==> config.mk <==
export PLATFORM = sky130hd
export DESIGN_NAME = hps_param_regs
export DESIGN_NICKNAME = d
export VERILOG_FILES = /design/src/pkg/hps_pkg.sv /design/src/design/hps_supply_rx.sv /design/src/design/hps_signal_path.sv /design/src/design/hps_param_regs.sv
export SDC_FILE = /design/constraint.sdc
export NUM_CORES = 1
export LEC_CHECK = 0
export BUFFER_PORTS_ARGS = -buffer_cell sky130_fd_sc_hd__buf_4
export CAP_MARGIN = 10
export CORE_ASPECT_RATIO = 2
export CORE_MARGIN = 1
export CORE_UTILIZATION = 35
export DETAILED_ROUTE_END_ITERATION = 7
export SLEW_MARGIN = 20
export SYNTH_ARGS = -nofsm -noshare
export SYNTH_HDL_FRONTEND = slang
export SYNTH_SLANG_ARGS = --single-unit
==> constraint.sdc <==
create_clock -name sys_clk -period 21.5 [get_ports sys_clk]
set_clock_uncertainty 0.05 [all_clocks]
set_input_delay 4.3 -clock sys_clk [delete_from_list [all_inputs] [get_ports sys_clk]]
set_output_delay 4.3 -clock sys_clk [all_outputs]
set_load 0.005 [all_outputs]
==> src/pkg/hps_pkg.sv <==
// Purpose: Shared constants and types of the hall switch parameter block
// Assumes: sys_clk at 50 MHz
// Notes: Signal unit is one zero-field offset step
package hps_pkg;
    localparam int RAW_W = 14;
    localparam int GAIN_W = 14;
    localparam int GAIN_FRAC = 11;
    localparam int OFF_W = 12;
    localparam logic [OFF_W-1:0] OFF_BIAS = 12'h800;
    localparam int REL_W = 8;
    localparam int OPR_W = 9;
    localparam int LVL_SHIFT = 1;
    localparam logic [RAW_W-1:0] SIG_FULL = 14'h03ff;
    localparam int UIB_W = 13;
    localparam int UIB_N = 4;
    localparam int TC_W = 10;
    localparam logic [TC_W-1:0] TC_RESET = 10'h100;
    localparam int GRP_LO = 8;
    localparam int LIN_LO = 3;
    localparam int LIN_W = 5;
    localparam int QUAD_W = 3;
    localparam int GUARD_W = 2;
    localparam int FMT_W = 3;
    localparam logic [FMT_W-1:0] FMT_DIGITAL = 3'h0;
    localparam int ADDR_W = 4;
    localparam int DATA_W = 14;
    localparam logic [ADDR_W-1:0] A_TC = 4'h0;
    localparam logic [ADDR_W-1:0] A_GAIN = 4'h1;
    localparam logic [ADDR_W-1:0] A_OFF = 4'h2;
    localparam logic [ADDR_W-1:0] A_REL = 4'h3;
    localparam logic [ADDR_W-1:0] A_OPR = 4'h4;
    localparam logic [ADDR_W-1:0] A_UIB0 = 4'h5;
    localparam logic [ADDR_W-1:0] A_GUARD = 4'h9;
    localparam logic [ADDR_W-1:0] A_RAW = 4'ha;
    localparam logic [ADDR_W-1:0] A_PROC = 4'hb;
    localparam int CLK_NS = 20;
    localparam int BIT_TIME_NS = 20000;
    localparam int BIT_CYC = BIT_TIME_NS / CLK_NS;
    localparam int CNT_W = 12;
    localparam int FRAME_BITS = 2 + ADDR_W + DATA_W;
    localparam logic [4:0] REPLY_BITS = 5'h0e;
    localparam logic [4:0] ACK_BITS = 5'h01;
    localparam logic [1:0] BOOT_CYC = 2'h3;
    typedef enum logic [1:0] {OP_READ = 2'b00, OP_WRITE = 2'b01, OP_STORE = 2'b10, OP_NONE = 2'b11} hps_op_t;
    typedef enum logic [0:0] {RX_IDLE = 1'b0, RX_FRAME = 1'b1} hps_rx_st_t;
    typedef enum logic [0:0] {TX_IDLE = 1'b0, TX_SEND = 1'b1} hps_tx_st_t;
endpackage : hps_pkg

==> src/design/hps_supply_rx.sv <==
// Purpose: Turns supply-level frames into commands
// Assumes: supply_hi is an asynchronous comparator level
// Notes: Rising edge starts a frame; op, address, data follow MSB first
`timescale 1ns/1ns
module hps_supply_rx #(
    parameter int BIT_CYC = hps_pkg::BIT_CYC
) (
    input wire logic sys_clk,
    input wire logic rst_b,
    input wire logic supply_hi,
    output logic cmd_valid,
    output hps_pkg::hps_op_t cmd_op,
    output logic [hps_pkg::ADDR_W-1:0] cmd_addr,
    output logic [hps_pkg::DATA_W-1:0] cmd_data
);
    import hps_pkg::*;
    typedef struct packed {
        logic s1;
        logic s2;
        logic s3;
        hps_rx_st_t st;
        logic [CNT_W-1:0] cnt;
        logic [4:0] nbit;
        logic [FRAME_BITS-1:0] sh;
        logic vld;
    } hps_rx_t;
    hps_rx_t r;
    hps_rx_t next_r;
    always_comb begin
        next_r = r;
        next_r.s1 = supply_hi;
        next_r.s2 = r.s1;
        next_r.s3 = r.s2;
        next_r.vld = 1'b0;
        case (r.st)
            RX_IDLE: begin
                if (r.s2 && !r.s3) begin
                    next_r.st = RX_FRAME;
                    next_r.cnt = CNT_W'(BIT_CYC + BIT_CYC / 2 - 1);
                    next_r.nbit = '0;
                end
            end
            RX_FRAME: begin
                if (r.cnt == '0) begin
                    next_r.sh = {r.sh[FRAME_BITS-2:0], r.s2};
                    next_r.cnt = CNT_W'(BIT_CYC - 1);
                    next_r.nbit = r.nbit + 5'h01;
                    if (r.nbit == 5'(FRAME_BITS - 1)) begin
                        next_r.vld = 1'b1;
                        next_r.st = RX_IDLE;
                    end
                end else begin
                    next_r.cnt = r.cnt - CNT_W'(1);
                end
            end
            default: next_r.st = RX_IDLE;
        endcase
    end
    always_ff @(posedge sys_clk or negedge rst_b) begin
        if (!rst_b) begin
            r <= '0;
        end else begin
            r <= next_r;
        end
    end
    assign cmd_valid = r.vld;
    assign cmd_op = hps_op_t'(r.sh[FRAME_BITS-1 -: 2]);
    assign cmd_addr = r.sh[DATA_W +: ADDR_W];
    assign cmd_data = r.sh[DATA_W-1:0];
endmodule : hps_supply_rx

==> src/design/hps_signal_path.sv <==
// Purpose: Gain, offset, saturation and hysteresis comparator
// Assumes: raw_sample is signed and on sys_clk
// Notes: Threshold step is two signal steps
`timescale 1ns/1ns
module hps_signal_path (
    input wire logic sys_clk,
    input wire logic rst_b,
    input wire logic [hps_pkg::RAW_W-1:0] raw_sample,
    input wire logic raw_valid,
    input wire logic [hps_pkg::GAIN_W-1:0] gain,
    input wire logic [hps_pkg::OFF_W-1:0] zero_field_offset,
    input wire logic [hps_pkg::REL_W-1:0] release_lvl,
    input wire logic [hps_pkg::OPR_W-1:0] operate_lvl,
    output logic [hps_pkg::RAW_W-1:0] proc_value,
    output logic switched_on
);
    import hps_pkg::*;
    localparam int W = RAW_W + GAIN_W;
    typedef struct packed {
        logic [RAW_W-1:0] proc;
        logic on;
    } hps_dsp_t;
    hps_dsp_t d;
    hps_dsp_t next_d;
    logic signed [W-1:0] prod;
    logic signed [W-1:0] offs;
    logic signed [W-1:0] sum;
    logic signed [W-1:0] top;
    function automatic logic [RAW_W:0] lvl(input logic [OPR_W-1:0] v);
        return (RAW_W + 1)'(v) << LVL_SHIFT;
    endfunction : lvl
    always_comb begin
        next_d = d;
        offs = W'($signed({1'b0, zero_field_offset}) - $signed({1'b0, OFF_BIAS}));
        prod = $signed(raw_sample) * $signed(gain);
        sum = (prod >>> GAIN_FRAC) + offs;
        top = (offs < 0) ? offs + W'(SIG_FULL) : W'(SIG_FULL);
        if (raw_valid) begin
            next_d.proc = (sum < 0 || top < 0) ? '0 : (sum > top ? RAW_W'(top) : RAW_W'(sum));
        end
        if ({1'b0, d.proc} > lvl(operate_lvl)) begin
            next_d.on = 1'b1;
        end else if ({1'b0, d.proc} < lvl(OPR_W'(release_lvl))) begin
            next_d.on = 1'b0;
        end
    end
    always_ff @(posedge sys_clk or negedge rst_b) begin
        if (!rst_b) begin
            d <= '0;
        end else begin
            d <= next_d;
        end
    end
    assign proc_value = d.proc;
    assign switched_on = d.on;
    a_switch_operate: assert property (@(posedge sys_clk) disable iff (!rst_b)
        {1'b0, d.proc} > lvl(operate_lvl) |=> switched_on) else $error("Switch missed operate");
    a_sat_limit: assert property (@(posedge sys_clk) disable iff (!rst_b)
        raw_valid && top >= 0 |=> W'(proc_value) <= $past(top)) else $error("Signal above limit");
endmodule : hps_signal_path

==> src/design/hps_param_regs.sv <==
// Purpose: Parameter registers, lock and readback of the hall switch
// Assumes: Commands arrive by supply modulation; rst_b is power-on
// Notes: The lock cell is non-volatile and lives outside this logic
`timescale 1ns/1ns
// Function
// - Temperature register holds group selector, 5-bit linear, 3-bit quadratic coefficient.
// - Group 0,2,1,3 map to steepest negative up to positive ranges; 1 default.
// - Gain coefficient drives the multiplier, signed span four, fine steps.
// - Zero-field offset drives the adder, spanning minus to plus supply.
// - Negative offset caps the signal at offset plus full scale.
// - Release threshold spans half scale, operate threshold full scale.
// - Four addressed 13-bit user blocks, read and write while unlocked.
// - Lock bit zero freezes registers; locked device ignores every command.
// - Lock acts only after the next power cycle following its write.
// - Nothing can clear the lock bit once set.
// - Raw sample register returns filtered field before processing.
// - Processed value is returned with bit order reversed.
// - Processed value reads zero unless output format is zero.
// - Processed signal is gain times field plus offset.
// - Output goes low above operate, high below release, else holds.
// - Commands come by supply modulation; replies go out on the output pin.
module hps_param_regs #(
    parameter int BIT_CYC = hps_pkg::BIT_CYC
) (
    input wire logic sys_clk,
    input wire logic rst_b,
    input wire logic supply_hi,
    input wire logic lock_cell,
    input wire logic [hps_pkg::RAW_W-1:0] raw_sample,
    input wire logic raw_valid,
    input wire logic [hps_pkg::FMT_W-1:0] output_format,
    output logic out_pin,
    output logic lock_cell_set,
    output logic [3:0] comp_range,
    output logic [hps_pkg::LIN_W-1:0] linear_temp_coeff,
    output logic [hps_pkg::QUAD_W-1:0] quadratic_temp_coeff
);
    import hps_pkg::*;

    typedef struct packed {
        logic l1;
        logic l2;
        logic [1:0] boot;
        logic booted;
        logic locked;
        logic [TC_W-1:0] tc;
        logic [GAIN_W-1:0] gain;
        logic [OFF_W-1:0] off;
        logic [REL_W-1:0] rel;
        logic [OPR_W-1:0] opr;
        logic [UIB_N-1:0][UIB_W-1:0] uib;
        logic [GUARD_W-1:0] guard;
        hps_tx_st_t tx;
        logic [DATA_W-1:0] rsh;
        logic [CNT_W-1:0] rcnt;
        logic [4:0] rnum;
        logic out;
    } hps_main_t;

    hps_main_t m;
    hps_main_t next_m;
    logic cmd_valid;
    hps_op_t cmd_op;
    logic [ADDR_W-1:0] cmd_addr;
    logic [DATA_W-1:0] cmd_data;
    logic [RAW_W-1:0] proc_value;
    logic sw_on;
    logic acc;
    logic wr_hit;
    logic rd_hit;
    logic [DATA_W-1:0] rd_word;
    logic [ADDR_W-1:0] uib_idx;

    function automatic logic [DATA_W-1:0] bit_rev(input logic [DATA_W-1:0] v);
        logic [DATA_W-1:0] o;
        o = '0;
        for (int i = 0; i < DATA_W; i++) begin
            o[i] = v[DATA_W-1-i];
        end
        return o;
    endfunction : bit_rev

    // One-hot range, bit 0 steepest negative, bit 3 positive
    function automatic logic [3:0] range_decode(input logic [1:0] grp);
        logic [3:0] o;
        o = 4'h4;
        case (grp)
            2'b00: o = 4'h1;
            2'b10: o = 4'h2;
            2'b01: o = 4'h4;
            2'b11: o = 4'h8;
            default: o = 4'h4;
        endcase
        return o;
    endfunction : range_decode

    hps_supply_rx #(
        .BIT_CYC(BIT_CYC)
    ) u_rx (
        .sys_clk(sys_clk),
        .rst_b(rst_b),
        .supply_hi(supply_hi),
        .cmd_valid(cmd_valid),
        .cmd_op(cmd_op),
        .cmd_addr(cmd_addr),
        .cmd_data(cmd_data)
    );

    hps_signal_path u_dsp (
        .sys_clk(sys_clk),
        .rst_b(rst_b),
        .raw_sample(raw_sample),
        .raw_valid(raw_valid),
        .gain(m.gain),
        .zero_field_offset(m.off),
        .release_lvl(m.rel),
        .operate_lvl(m.opr),
        .proc_value(proc_value),
        .switched_on(sw_on)
    );

    // Commands count only after the lock cell has been sampled
    assign acc = cmd_valid && m.booted && !m.locked;
    assign wr_hit = acc && (cmd_op == OP_WRITE);
    assign rd_hit = acc && (cmd_op == OP_READ);
    assign uib_idx = cmd_addr - A_UIB0;

    always_comb begin
        rd_word = '0;
        case (cmd_addr)
            A_TC: rd_word = DATA_W'(m.tc);
            A_GAIN: rd_word = DATA_W'(m.gain);
            A_OFF: rd_word = DATA_W'(m.off);
            A_REL: rd_word = DATA_W'(m.rel);
            A_OPR: rd_word = DATA_W'(m.opr);
            A_GUARD: rd_word = DATA_W'(m.guard);
            A_RAW: rd_word = raw_sample;
            A_PROC: begin
                if (output_format == FMT_DIGITAL) begin
                    rd_word = bit_rev(proc_value);
                end else begin
                    rd_word = '0;
                end
            end
            default: begin
                if (cmd_addr >= A_UIB0 && cmd_addr < A_GUARD) begin
                    rd_word = DATA_W'(m.uib[uib_idx[1:0]]);
                end
            end
        endcase
    end

    always_comb begin
        next_m = m;
        next_m.l1 = lock_cell;
        next_m.l2 = m.l1;
        // Lock cell is sampled once per power-up
        if (!m.booted) begin
            if (m.boot == BOOT_CYC) begin
                next_m.booted = 1'b1;
                next_m.locked = m.l2;
            end else begin
                next_m.boot = m.boot + 2'h1;
            end
        end
        // Reply shifter on the output pin
        if (m.tx == TX_SEND) begin
            if (m.rcnt == '0) begin
                next_m.rcnt = CNT_W'(BIT_CYC - 1);
                next_m.rsh = {m.rsh[DATA_W-2:0], 1'b0};
                next_m.rnum = m.rnum - 5'h01;
                if (m.rnum == ACK_BITS) begin
                    next_m.tx = TX_IDLE;
                end
            end else begin
                next_m.rcnt = m.rcnt - CNT_W'(1);
            end
        end
        if (acc) begin
            case (cmd_op)
                OP_READ: begin
                    next_m.tx = TX_SEND;
                    next_m.rsh = rd_word;
                    next_m.rnum = REPLY_BITS;
                    next_m.rcnt = CNT_W'(BIT_CYC - 1);
                end
                OP_WRITE, OP_STORE: begin
                    next_m.tx = TX_SEND;
                    next_m.rsh = {1'b1, {(DATA_W - 1){1'b0}}};
                    next_m.rnum = ACK_BITS;
                    next_m.rcnt = CNT_W'(BIT_CYC - 1);
                end
                default: next_m.tx = m.tx;
            endcase
        end
        if (wr_hit) begin
            case (cmd_addr)
                A_TC: next_m.tc = cmd_data[TC_W-1:0];
                A_GAIN: next_m.gain = cmd_data[GAIN_W-1:0];
                A_OFF: next_m.off = cmd_data[OFF_W-1:0];
                A_REL: next_m.rel = cmd_data[REL_W-1:0];
                A_OPR: next_m.opr = cmd_data[OPR_W-1:0];
                A_GUARD: begin
                    next_m.guard = cmd_data[GUARD_W-1:0] | {1'b0, m.guard[0]};
                end
                default: begin
                    if (cmd_addr >= A_UIB0 && cmd_addr < A_GUARD) begin
                        next_m.uib[uib_idx[1:0]] = cmd_data[UIB_W-1:0];
                    end
                end
            endcase
        end
        // Pin is low while switched on, unless a reply is going out
        if (m.tx == TX_SEND) begin
            next_m.out = m.rsh[DATA_W-1];
        end else begin
            next_m.out = !sw_on;
        end
    end

    always_ff @(posedge sys_clk or negedge rst_b) begin
        if (!rst_b) begin
            m <= '{tc: TC_RESET, out: 1'b1, tx: TX_IDLE, default: '0};
        end else begin
            m <= next_m;
        end
    end

    assign out_pin = m.out;
    assign lock_cell_set = m.guard[0];
    assign comp_range = range_decode(m.tc[GRP_LO +: 2]);
    assign linear_temp_coeff = m.tc[LIN_LO +: LIN_W];
    assign quadratic_temp_coeff = m.tc[QUAD_W-1:0];

    a_guard_sticky: assert property (@(posedge sys_clk) disable iff (!rst_b)
        m.guard[0] |=> m.guard[0]) else $error("Lock bit cleared");

    a_lock_persists: assert property (@(posedge sys_clk) disable iff (!rst_b)
        m.locked |=> m.locked) else $error("Lock dropped without power cycle");

    a_lock_delayed: assert property (@(posedge sys_clk) disable iff (!rst_b)
        m.booted && !m.locked |=> !m.locked) else $error("Lock took effect without power cycle");

    a_locked_frozen: assert property (@(posedge sys_clk) disable iff (!rst_b)
        m.locked && cmd_valid |=> $stable(m.tc) && $stable(m.gain) && $stable(m.uib) && $stable(m.guard))
        else $error("Locked register changed");

    a_locked_silent: assert property (@(posedge sys_clk) disable iff (!rst_b)
        m.locked |-> m.tx == TX_IDLE) else $error("Locked device replied");

    a_read_reply: assert property (@(posedge sys_clk) disable iff (!rst_b)
        rd_hit |=> m.tx == TX_SEND && m.rnum == REPLY_BITS && m.rsh == $past(rd_word))
        else $error("Read reply not started");

    a_reply_bit: assert property (@(posedge sys_clk) disable iff (!rst_b)
        m.tx == TX_SEND |=> out_pin == $past(m.rsh[DATA_W-1])) else $error("Reply bit not on pin");

    a_proc_masked: assert property (@(posedge sys_clk) disable iff (!rst_b)
        rd_hit && cmd_addr == A_PROC && output_format != FMT_DIGITAL |=> m.rsh == '0)
        else $error("Processed value leaked");

    a_proc_reversed: assert property (@(posedge sys_clk) disable iff (!rst_b)
        rd_hit && cmd_addr == A_PROC && output_format == FMT_DIGITAL |=> m.rsh == bit_rev($past(proc_value)))
        else $error("Processed value not reversed");

    a_raw_read: assert property (@(posedge sys_clk) disable iff (!rst_b)
        rd_hit && cmd_addr == A_RAW |=> m.rsh == $past(raw_sample)) else $error("Raw sample not returned");

    a_tc_write: assert property (@(posedge sys_clk) disable iff (!rst_b)
        wr_hit && cmd_addr == A_TC |=> m.tc == $past(cmd_data[TC_W-1:0])) else $error("Temp coeff not written");

    a_uib_write: assert property (@(posedge sys_clk) disable iff (!rst_b)
        wr_hit && cmd_addr == A_UIB0 |=> m.uib[0] == $past(cmd_data[UIB_W-1:0])) else $error("User block lost");

    a_range_onehot: assert property (@(posedge sys_clk) disable iff (!rst_b)
        $onehot(comp_range)) else $error("Range decode not one-hot");

    a_switch_pin: assert property (@(posedge sys_clk) disable iff (!rst_b)
        m.tx == TX_IDLE && sw_on |=> !out_pin) else $error("Pin not low when switched on");

    a_pin_idle: assert property (@(posedge sys_clk) disable iff (!rst_b)
        m.tx == TX_IDLE && !sw_on
        |=> out_pin)
        else $error("Pin not high when switched off");

    a_gain_write: assert property (@(posedge sys_clk) disable iff (!rst_b)
        wr_hit && cmd_addr == A_GAIN
        |=> m.gain == $past(cmd_data[GAIN_W-1:0]))
        else $error("Gain not written");

    a_off_write: assert property (@(posedge sys_clk) disable iff (!rst_b)
        wr_hit && cmd_addr == A_OFF
        |=> m.off == $past(cmd_data[OFF_W-1:0]))
        else $error("Offset not written");

    a_rel_write: assert property (@(posedge sys_clk) disable iff (!rst_b)
        wr_hit && cmd_addr == A_REL
        |=> m.rel == $past(cmd_data[REL_W-1:0]))
        else $error("Release level not written");

    a_opr_write: assert property (@(posedge sys_clk) disable iff (!rst_b)
        wr_hit && cmd_addr == A_OPR
        |=> m.opr == $past(cmd_data[OPR_W-1:0]))
        else $error("Operate level not written");

    a_guard_merge: assert property (@(posedge sys_clk) disable iff (!rst_b)
        wr_hit && cmd_addr == A_GUARD
        |=> m.guard[0] == ($past(m.guard[0]) || $past(cmd_data[0])))
        else $error("Lock bit write not merged");

    a_group_two: assert property (@(posedge sys_clk) disable iff (!rst_b)
        m.tc[GRP_LO +: 2] == 2'b10
        |-> comp_range == 4'h2)
        else $error("Group two decoded wrongly");

    a_uib_read: assert property (@(posedge sys_clk) disable iff (!rst_b)
        rd_hit && cmd_addr == A_UIB0
        |=> m.rsh == DATA_W'($past(m.uib[0])))
        else $error("User block not returned");

    a_spare_addr: assert property (@(posedge sys_clk) disable iff (!rst_b)
        wr_hit && cmd_addr > A_PROC
        |=> $stable(m.tc) && $stable(m.uib) && $stable(m.guard))
        else $error("Spare address changed a register");

    a_ack_start: assert property (@(posedge sys_clk) disable iff (!rst_b)
        acc && (cmd_op == OP_WRITE || cmd_op == OP_STORE)
        |=> m.tx == TX_SEND && m.rnum == ACK_BITS && m.rsh[DATA_W-1])
        else $error("Acknowledge not started");

    a_reply_stop: assert property (@(posedge sys_clk) disable iff (!rst_b)
        m.tx == TX_SEND && m.rcnt == '0 && m.rnum == ACK_BITS
        |=> m.tx == TX_IDLE)
        else $error("Reply did not end");

    a_boot_sample: assert property (@(posedge sys_clk) disable iff (!rst_b)
        !m.booted && m.boot == BOOT_CYC
        |=> m.booted && m.locked == $past(m.l2))
        else $error("Lock cell not sampled at power-up");
endmodule : hps_param_regs

=== Word level (Yosys, flattened, before mapping) ===
Index checks and enable logic that the tools add are counted.

* Bits in registers: 203
* Bits of input ports: 22
* Output and inout port bits: 14

* Bitwise gates (word level): 5
* Add/subtract/negate cells: 9
* Muxes and demuxes: 33
* Reduce and logical (&&, ||, !) cells: 31
* Equality and inequality tests: 18
* Magnitude comparators: 10
* $mul: 1

{| class="wikitable"
|+ Operator list
! kind !! count
|-
| case mux 14 bit (8 select lines) || 1
|-
| 2-to-1 mux 32 bit || 2
|-
| case mux 31 bit (2 select lines) || 1
|-
| less-than comparator 28 x 1 -> 1 bit, second input constant || 2
|-
| bitwise mux 52 bit || 1
|-
| 2-to-1 mux 14 bit || 3
|-
| 2-to-1 mux 13 bit || 3
|-
| case mux 18 bit (2 select lines) || 1
|-
| adder 28 x 10 -> 28 bit, second input constant || 1
|-
| > comparator 28 bit || 1
|-
| multiplier 14 x 14 -> 28 bit || 1
|-
| 2-to-1 mux 28 bit || 1
|-
| binary-select mux 13 bit (select 2 bit) || 1
|-
| demux 13 bit (select 2 bit) || 1
|-
| 2-to-1 mux 26 bit || 1
|-
| zero test 12 bit || 2
|-
| 2-to-1 mux 12 bit || 2
|-
| subtractor 12 x 1 -> 12 bit, second input constant || 2
|-
| AND reduction 2 bit || 10
|-
| adder 17 x 13 -> 18 bit || 1
|-
| 2-to-1 mux 18 bit || 1
|-
| case mux 4 bit (4 select lines) || 1
|-
| 2-to-1 mux 15 bit || 1
|-
| > comparator 14 x 10 -> 1 bit || 1
|-
| other kinds (37) || 65
|}

=== Depth between registers and ports, before layout ===
Gate-level depths: netlist of the first run.

* Depth in word-level cells: 7
* Depth in mapped cells: 42
* Gate-level depth less buffers: 39

=== Hierarchy ===
From an unflattened synthesis of the first run, not the netlist that was laid out.

* Cell total of the unflattened synthesis: 1,821
* Area, all modules: 18,886.9 um^2

{| class="wikitable"
|+ Modules (own cells, without submodules)
! module !! sequential area each (um^2) !! cells each !! instances !! area an instance (um^2)
|-
| hps_signal_path || 375.4 || 1,092 || 1 || 9,648.0
|-
| hps_param_regs || 3,656.0 || 560 || 1 || 7,263.2
|-
| hps_supply_rx || 1,051.0 || 169 || 1 || 1,975.6
|}

=== Worst setup path before layout of the first run ===
Ideal clock, no wire load.

* Path kind: input to register
* Start: input port raw_sample[5] in the netlist's numbering
* End: register u_dsp.d, in the netlist u_dsp.proc_value[10]
* Arrival: 13.076 ns
* Data required time: 21.360 ns
* Path slack: 8.284 ns
* Stages: 39
* Library setup time: 0.090 ns
* Path through: and2_1 fa_1 inv_1 fa_1 inv_1 fa_1 inv_1 fa_1 inv_1 fa_1 fa_1 ha_1 a21o_1 a221o_1 a41oi_1 nor2b_1 nor2_1 nor2b_1 [3 not listed] nor2b_1 o31a_1 o211ai_1 o21ai_0 o41ai_1 a2bb2oi_1 nor2b_1 xnor2_1 ha_1 nand4_1 nor4_2 a21boi_0 a211oi_2 and2b_1 o22a_1 buf_6 or4_1 o221ai_1

* Word-level cells in the longest chain between the ends: 5

{| class="wikitable"
|+ RTL lines
! item !! line !! RTL
|-
| start, declared || hps_param_regs.sv:29 || <nowiki>input wire logic [hps_pkg::RAW_W-1:0] raw_sample,</nowiki>
|-
| multiplier 14 x 14 -> 28 bit * || hps_signal_path.sv:35 || <nowiki>prod = $signed(raw_sample) * $signed(gain);</nowiki>
|-
| adder 17 x 13 -> 18 bit * || hps_signal_path.sv:36 || <nowiki>sum = (prod >>> GAIN_FRAC) + offs;</nowiki>
|-
| > comparator 28 bit or less-than comparator 28 x 1 -> 1 bit (tied branches) || hps_signal_path.sv:39 || <nowiki>next_d.proc = (sum < 0 || top < 0) ? '0 : (sum > top ? RAW_W'(top) : RAW_W'(sum));</nowiki>
|-
| 2-to-1 mux 14 bit or logical OR 1 bit (tied branches) || hps_signal_path.sv:39 ||
|-
| 2-to-1 mux 14 bit * || hps_signal_path.sv:39 ||
|-
| end signal, assigned || hps_signal_path.sv:51 || <nowiki>d <= next_d;</nowiki>
|-
| end, declared || hps_signal_path.sv:23 || <nowiki>hps_dsp_t d;</nowiki>
|}

Mark *: on every way between the ends. The rest lies on a longest branch, timed or not.
A chain may end at the register's enable or synchronous reset.

=== Final worst setup path of the first run ===
* Start: input port raw_sample[5] in the netlist's numbering
* End: register u_dsp.d, in the netlist u_dsp.proc_value[6]

The elaborated chain is that of the path after synthesis.

==> metrics.cfg, run 1 <==
[run_status]
status=finished, final reports clean

[synth]
yosysWarnings=0
synth_flop_cell=dfrtp_1
synth_area_leaders=dfrtp_1 (27%), fa_1 (21%), ha_1 (9.0%), mux2_2 (6.4%), inv_1 (5.5%)
synth_area_um2=18510
synth_cell_types=79
syn_nets=2198
async_flop_share_pct=100.0
ys_seq_area_share_pct=27.45
yosysTopAreaCell=dfrtp_1
synth_edf_count=0
syn_inst=1848
yosys.area.top_type_share_pct=27.17
ys_ff_latch=203
avgSynthCellArea_um2=10.02

[power_and_ir_drop]
p_int_mw=0.5945
powerDensity_nw_per_um2=39.55
peakVddDrop_v=0.00003888
power_mw=0.7853
netSwitchingPower_mw=0.1907
p_comb_share_pct=5.7
p_clk_share_pct=42.5
seqPwrFrac_pct=51.8
p_leak_nw=9.982
power_switching_share_pct=24.29

[detailed_routing]
wl_met3_mm=2.178
num_vias=13490
drc=0
met1Wirelength_mm=17.58
wl_met2_mm=30.47
top_layer=met5
ant_nets=0
drtIter0Drc=928
drt-total-wl_mm=54.57
drt-pass1-iter-count=8
post_drt_wl_per_cell_um=21.91
avgViaCountPerCell=5.419

[sta]
max-slew-margin-rel_pct=29.52
post-route-period-util_pct=67.45
worst_pin_slew_ns=1.044
setup_viol=0
rsz0062_at_grt=false
slew_violations=0
hold_violations=0
max_freq_mhz=68.96
finalSetupTns_ns=0
period_needed_ns=14.50

[floorplan]
initial_utilization_pct=35.62
fp.dieH_um=327.3
core_area_um2=51970
dieArea_um2=53870
rows=118
die_w_um=164.6
boundaryPins=36

[finish]
design_area_um2=19850
multi_input_area_um2=12010
final_common_cell=inv_1
area_growth_pct=7.245
fillers=5165
diodes=0
instances_no_fill=2490
fin_util_pct=38.20
final-seq-area_um2=5082
drive_above_1_share_pct=11.75
layout.nets=2168
mostFrequentLayoutCells=inv_1 (271), dfrtp_1 (201), fa_1 (195)

[critical_path]
cp-end-kind=flip-flop
cp_max_fo=15
worstPathRequired_ns=21.77
regToRegSetupSlack_ns=10.23
path_class=input port to flip-flop
crit_top_cell=fa_1
timing.rr.end=u_dsp.proc_value[6]$_DFFE_PN0P_
cpMaxStageDelayCell=a41oi_1
arrival_ns=14.78
r2r_start=m[119]$_DFFE_PN0P_
critPathMaxStageDelay_ns=0.67
critPathLaunchType=input port
worstRegToRegCells=38

[flow_run]
drv_cap=0

[cts]
cts_buffers=19
post_cts_buffers=0
cts_max_path_buffers=3
tritoncts=done
cts_resized=0
path_clk_slew_ns=0.06
htreeDepth=1
cts_root_buf=clkbuf_16
cts_sinks=203
hold_buffers=0
clock_latency_ns=0.50

[place]
dp_cells=2457
placed_cell_area_um2=19250
dp_hpwl_mm=42.68
io_buffers=35
gp_congestion=0.9748

[min_path]
min_from=m[145]$_DFF_PN0_
min_to=m[144]$_DFF_PN0_
hold_path.class=flip-flop to flip-flop
hold_depth=0

[global_route]
antenna_found_initial=1
grt_first_pass_wirelength_mm=83.26
gr-total-overflow=0
grt_use_total_pct=20.77
grt_max_degree=80
grt_pass1_vias=14560

-- sequential cells by signal, summed over array words and instances (netlist names) --
| name | cells |
|---|---|
| m | 136 |
| u_rx.cmd_op | 2 |
| out_pin | 1 |
| linear_temp_coeff | 5 |
| u_rx.cmd_addr | 4 |
| u_dsp.proc_value | 14 |
| quadratic_temp_coeff | 3 |
| u_rx.cmd_valid | 1 |
| lock_cell_set | 1 |
| u_rx.next_r | 2 |
| u_rx.cmd_data | 14 |
| u_dsp.switched_on | 1 |
| u_rx.r | 19 |
-- Yosys cell counts, types with 3 or more instances --
cell	number
xnor2_1	41
nand2_1	173
clkbuf_1	69
ha_1	133
xor2_1	19
and2_1	114
buf_1	5
and3_1	10
nand3_1	30
or2_2	6
o221ai_1	12
dfrtp_1	201
nor3b_1	3
inv_1	271
nand4_1	9
buf_4	8
buf_2	7
o22ai_1	13
or4_1	15
nand2b_1	13
a22oi_1	21
a31oi_1	6
nor4_1	6
a21oi_1	48
o41ai_1	3
o211ai_1	7
o21ai_1	3
a222oi_1	12
o21ai_0	57
nor2b_1	18
o311ai_0	3
nor2_1	65
or3_1	8
o21a_1	7
fa_1	195
mux4_2	13
a21o_1	20
mux2_2	106
nor3_1	27
mux2i_1	16
-- per-layer routing --
layer  up-vias  track usage [%]
met2       399            39.65
li1       6035                -
met4         2            14.80
met5         -                0
met3       191            2.507
met1      6867            19.95
-- worst max-delay path by stage --
stage                                             to  cells past startpoint  slack, ns     startpoint
floorplan           u_dsp.proc_value[10]$_DFFE_PN0P_                     39       8.28  raw_sample[5]
global placement     u_dsp.proc_value[6]$_DFFE_PN0P_                     39       6.63  raw_sample[5]
detailed placement   u_dsp.proc_value[6]$_DFFE_PN0P_                     39       6.58  raw_sample[5]
CTS                  u_dsp.proc_value[6]$_DFFE_PN0P_                     39       7.06  raw_sample[5]
global route         u_dsp.proc_value[6]$_DFFE_PN0P_                     39       6.34  raw_sample[5]
finish               u_dsp.proc_value[6]$_DFFE_PN0P_                     39       7.00  raw_sample[5]
-- critical path, delay by kind of cell --
kind                     cells  cell delay, ns
buffers and inverters        5            0.38
AND/OR/NAND/NOR             11            2.39
XOR/XNOR                     2            0.24
AO/OA/AOI/OAI               12            3.51
adder cells (fa/ha/maj)      9            3.95
-- through the flow --
step	worst slack [ns]	hold slack (ns)
finish	6.998	0.3014
global route	6.342	0.3134
CTS	7.060	0.3031
detailed placement	6.581	0.2919
global placement	6.632	0.2831
floorplan	8.284	0.2812
-- power by group through the flow --
stage | logic [mW] | clock network, mW | registers (mW)
floorplan | 0.0237 | 0 | 0.409
global placement | 0.0429 | 0 | 0.413
detailed placement | 0.0453 | 0 | 0.413
finish | 0.0446 | 0.334 | 0.407
global route | 0.0501 | 0.355 | 0.408
CTS | 0.0454 | 0.344 | 0.406
-- kinds of logic (layout without fill, tap and decap cells) --
kind of cell | after synthesis | count (layout) | share of synthesized area [%]
xor+xnor | 60 | 60 | 2.839
simple gates | 515 | 515 | 14.19
flops | 203 | 203 | 27.45
fa+ha+maj | 328 | 328 | 30.08
buf+inv | 363 | 345 | 7.651
mux | 135 | 135 | 8.894
compound gates | 244 | 244 | 8.901
-- layout make-up --
cell class	instances	share of cell area, %
multi-input combinational	1282	60.51
clock buffer	25	2.609
timing repair buffer	40	1.563
clock inverter	8	0.4159
inverter	272	5.142
sequential	203	25.60
tap	660	4.159
No activity file was read; power rests on OpenSTA's default activity.
==> run 2: changes to the inputs <==
==> constraint.sdc (replaced) <==
create_clock -name sys_clk -period 14.7 [get_ports sys_clk]
set_clock_uncertainty 0.05 [all_clocks]
set_input_delay 2.94 -clock sys_clk [delete_from_list [all_inputs] [get_ports sys_clk]]
set_output_delay 2.94 -clock sys_clk [all_outputs]
set_load 0.005 [all_outputs]
==> metrics.cfg, run 2 (same netlist as run 1, synthesis figures left out) <==
[run_status]
status=finished, final reports clean  ; unchanged

[flow_run]
drv_cap=0  ; unchanged

[cts]
cts_sinks=203  ; unchanged
cts_root_buf=clkbuf_16  ; unchanged
hold_buffers=0  ; unchanged
cts_resized=0  ; unchanged
cts_buffers=20  ; was 19
cts_max_path_buffers=3  ; unchanged
path_clk_slew_ns=0.07  ; was 0.06 ns
tritoncts=done  ; unchanged
htreeDepth=1  ; unchanged
clock_latency_ns=0.50  ; about the same
post_cts_buffers=0  ; unchanged

[place]
gp_congestion=0.9906  ; was 0.9748
io_buffers=35  ; unchanged
placed_cell_area_um2=19270  ; was 19250 um2
pre_cts_slack_ns=1.426  ; was 6.581 ns
dp_cells=2460  ; was 2457
dp_hpwl_mm=42.45  ; was 42.68 mm

[critical_path]
cpMaxStageDelayCell=a41oi_1  ; unchanged
path_class=input port to flip-flop  ; unchanged
arrival_ns=13.17  ; was 14.78 ns
crit_top_cell=fa_1  ; unchanged
critPathLaunchType=input port  ; unchanged
cp_max_fo=15  ; unchanged
worstPathRequired_ns=15.07  ; was 21.77 ns
critPathMaxStageDelay_ns=0.66  ; was 0.67 ns
cp-end-kind=flip-flop  ; unchanged

[finish]
layout.nets=2172  ; was 2168
area_growth_pct=8.252  ; was 7.245%
drive_above_1_share_pct=12.15  ; was 11.75%
mostFrequentLayoutCells=inv_1 (271), dfrtp_1 (201), fa_1 (195)  ; unchanged
top_regs=m x136, u_rx.r x19  ; unchanged
largest_reg_flops=136  ; unchanged
final-seq-area_um2=5082  ; unchanged
final_common_cell=inv_1  ; unchanged
instances_no_fill=2496  ; was 2490
diodes=0  ; unchanged
multi_input_area_um2=12010  ; unchanged
design_area_um2=20040  ; was 19850 um2
fillers=5110  ; was 5165
largest-register=m  ; unchanged
fin_util_pct=38.56  ; was 38.20%

[sta]
max_freq_mhz=78.13
worst_pin_slew_ns=1.037  ; was 1.044 ns
finalSetupTns_ns=0  ; unchanged
slew_violations=0  ; unchanged
max-slew-margin-rel_pct=30.87  ; was 29.52%
timing.hold.ws_ns=0.2976  ; was 0.3014 ns
layout_setup_ws_ns=1.901  ; was 6.998 ns
rsz0062_at_grt=false  ; unchanged
setup_viol=0  ; unchanged
hold_violations=0  ; unchanged
period_needed_ns=12.80
post-route-period-util_pct=87.07

[global_route]
grtUsageMet3_pct=2.393  ; was 2.507%
grt_use_total_pct=20.58  ; was 20.77%
grt.met2_usage_pct=38.54  ; was 39.65%
gr-total-overflow=0  ; unchanged
antenna_found_initial=0  ; was 1
grt_pass1_vias=14760  ; was 14560
use_met1_pct=19.31  ; was 19.95%
grt_first_pass_wirelength_mm=83.17  ; was 83.26 mm
grt_max_degree=80  ; unchanged
grt.busiest_layer=met2  ; unchanged

[detailed_routing]
post_drt_wl_per_cell_um=21.45  ; was 21.91 um
drt-total-wl_mm=53.54  ; was 54.57 mm
ant_nets=0  ; unchanged
num_vias=13580  ; was 13490
avgViaCountPerCell=5.442  ; was 5.419
drtIter0Drc=724  ; was 928
drt-pass1-iter-count=7  ; was 8
drc=0  ; unchanged

[floorplan]
die_w_um=164.6  ; unchanged
initial_utilization_pct=35.62  ; unchanged
fp.dieH_um=327.3  ; unchanged
boundaryPins=36  ; unchanged
dieArea_um2=53870  ; unchanged
rows=118  ; unchanged
core_area_um2=51970  ; unchanged

[min_path]
hold_path.class=flip-flop to flip-flop  ; unchanged

[power_and_ir_drop]
powerDensity_nw_per_um2=62.75  ; was 39.55 nW/um2
peakVddDrop_v=0.00006237  ; was 0.00003888 V
power_mw=1.258  ; was 0.7853 mW
p_leak_nw=10.08  ; was 9.982 nW

run 2: changes by cell type in the layout (fill, tap and decap cells not counted), sizes merged:
cell	previous run	this run
buf	39	42
clkbuf	26	25
inv	273	272
bufinv	1	6
run 2: cell type report:
class                      instances  area share [%]
tap                              660           4.121
sequential                       203           25.36
multi-input combinational       1282           59.95
inverter                         272           5.095
clock inverter                    12           1.086
timing repair buffer              43           1.661
clock buffer                      24           2.728
run 2: path summary, 6_finish.rpt:
kind / startpoint / end / slack (ns) / cells after the start
min: m[145]$_DFF_PN0_ / m[144]$_DFF_PN0_ / 0.30 / 0
max: raw_sample[5] / u_dsp.proc_value[10]$_DFFE_PN0P_ / 1.90 / 40
max in group asynchronous: rst_b / linear_temp_coeff[4]$_DFFE_PN0P_ / 10.24 / 3
max reg2reg: m[120]$_DFFE_PN0P_ / u_dsp.proc_value[10]$_DFFE_PN0P_ / 3.78 / 39
min in group asynchronous: rst_b / m[6]$_DFF_PN0_ / 2.32 / 1
min reg2reg: m[145]$_DFF_PN0_ / m[144]$_DFF_PN0_ / 0.30 / 0
run 2: per-layer routing:
metal  vias up  routed length (um)
li1       6039                   -
met1      6930               16690
met2       400               29270
met3       215                2260
met4         0                5319
met5         -                   0
run 2: critical path: cells and delay by family:
family	cells	cell delay, ns
AO/OA/AOI/OAI	14	4.12
adder cells (fa/ha/maj)	9	3.83
AND/OR/NAND/NOR	9	1.43
buffers and inverters	6	0.59
XOR/XNOR	2	0.25
run 2: power by group:
| group | internal [mW] | leakage [nW] | switching [mW] | total [mW] |
|---|---|---|---|---|
| sequential | 0.577 | 2.69 | 0.0181 | 0.595 |
| combinational | 0.0235 | 7.02 | 0.0411 | 0.0646 |
| clock | 0.372 | 0.365 | 0.226 | 0.598 |
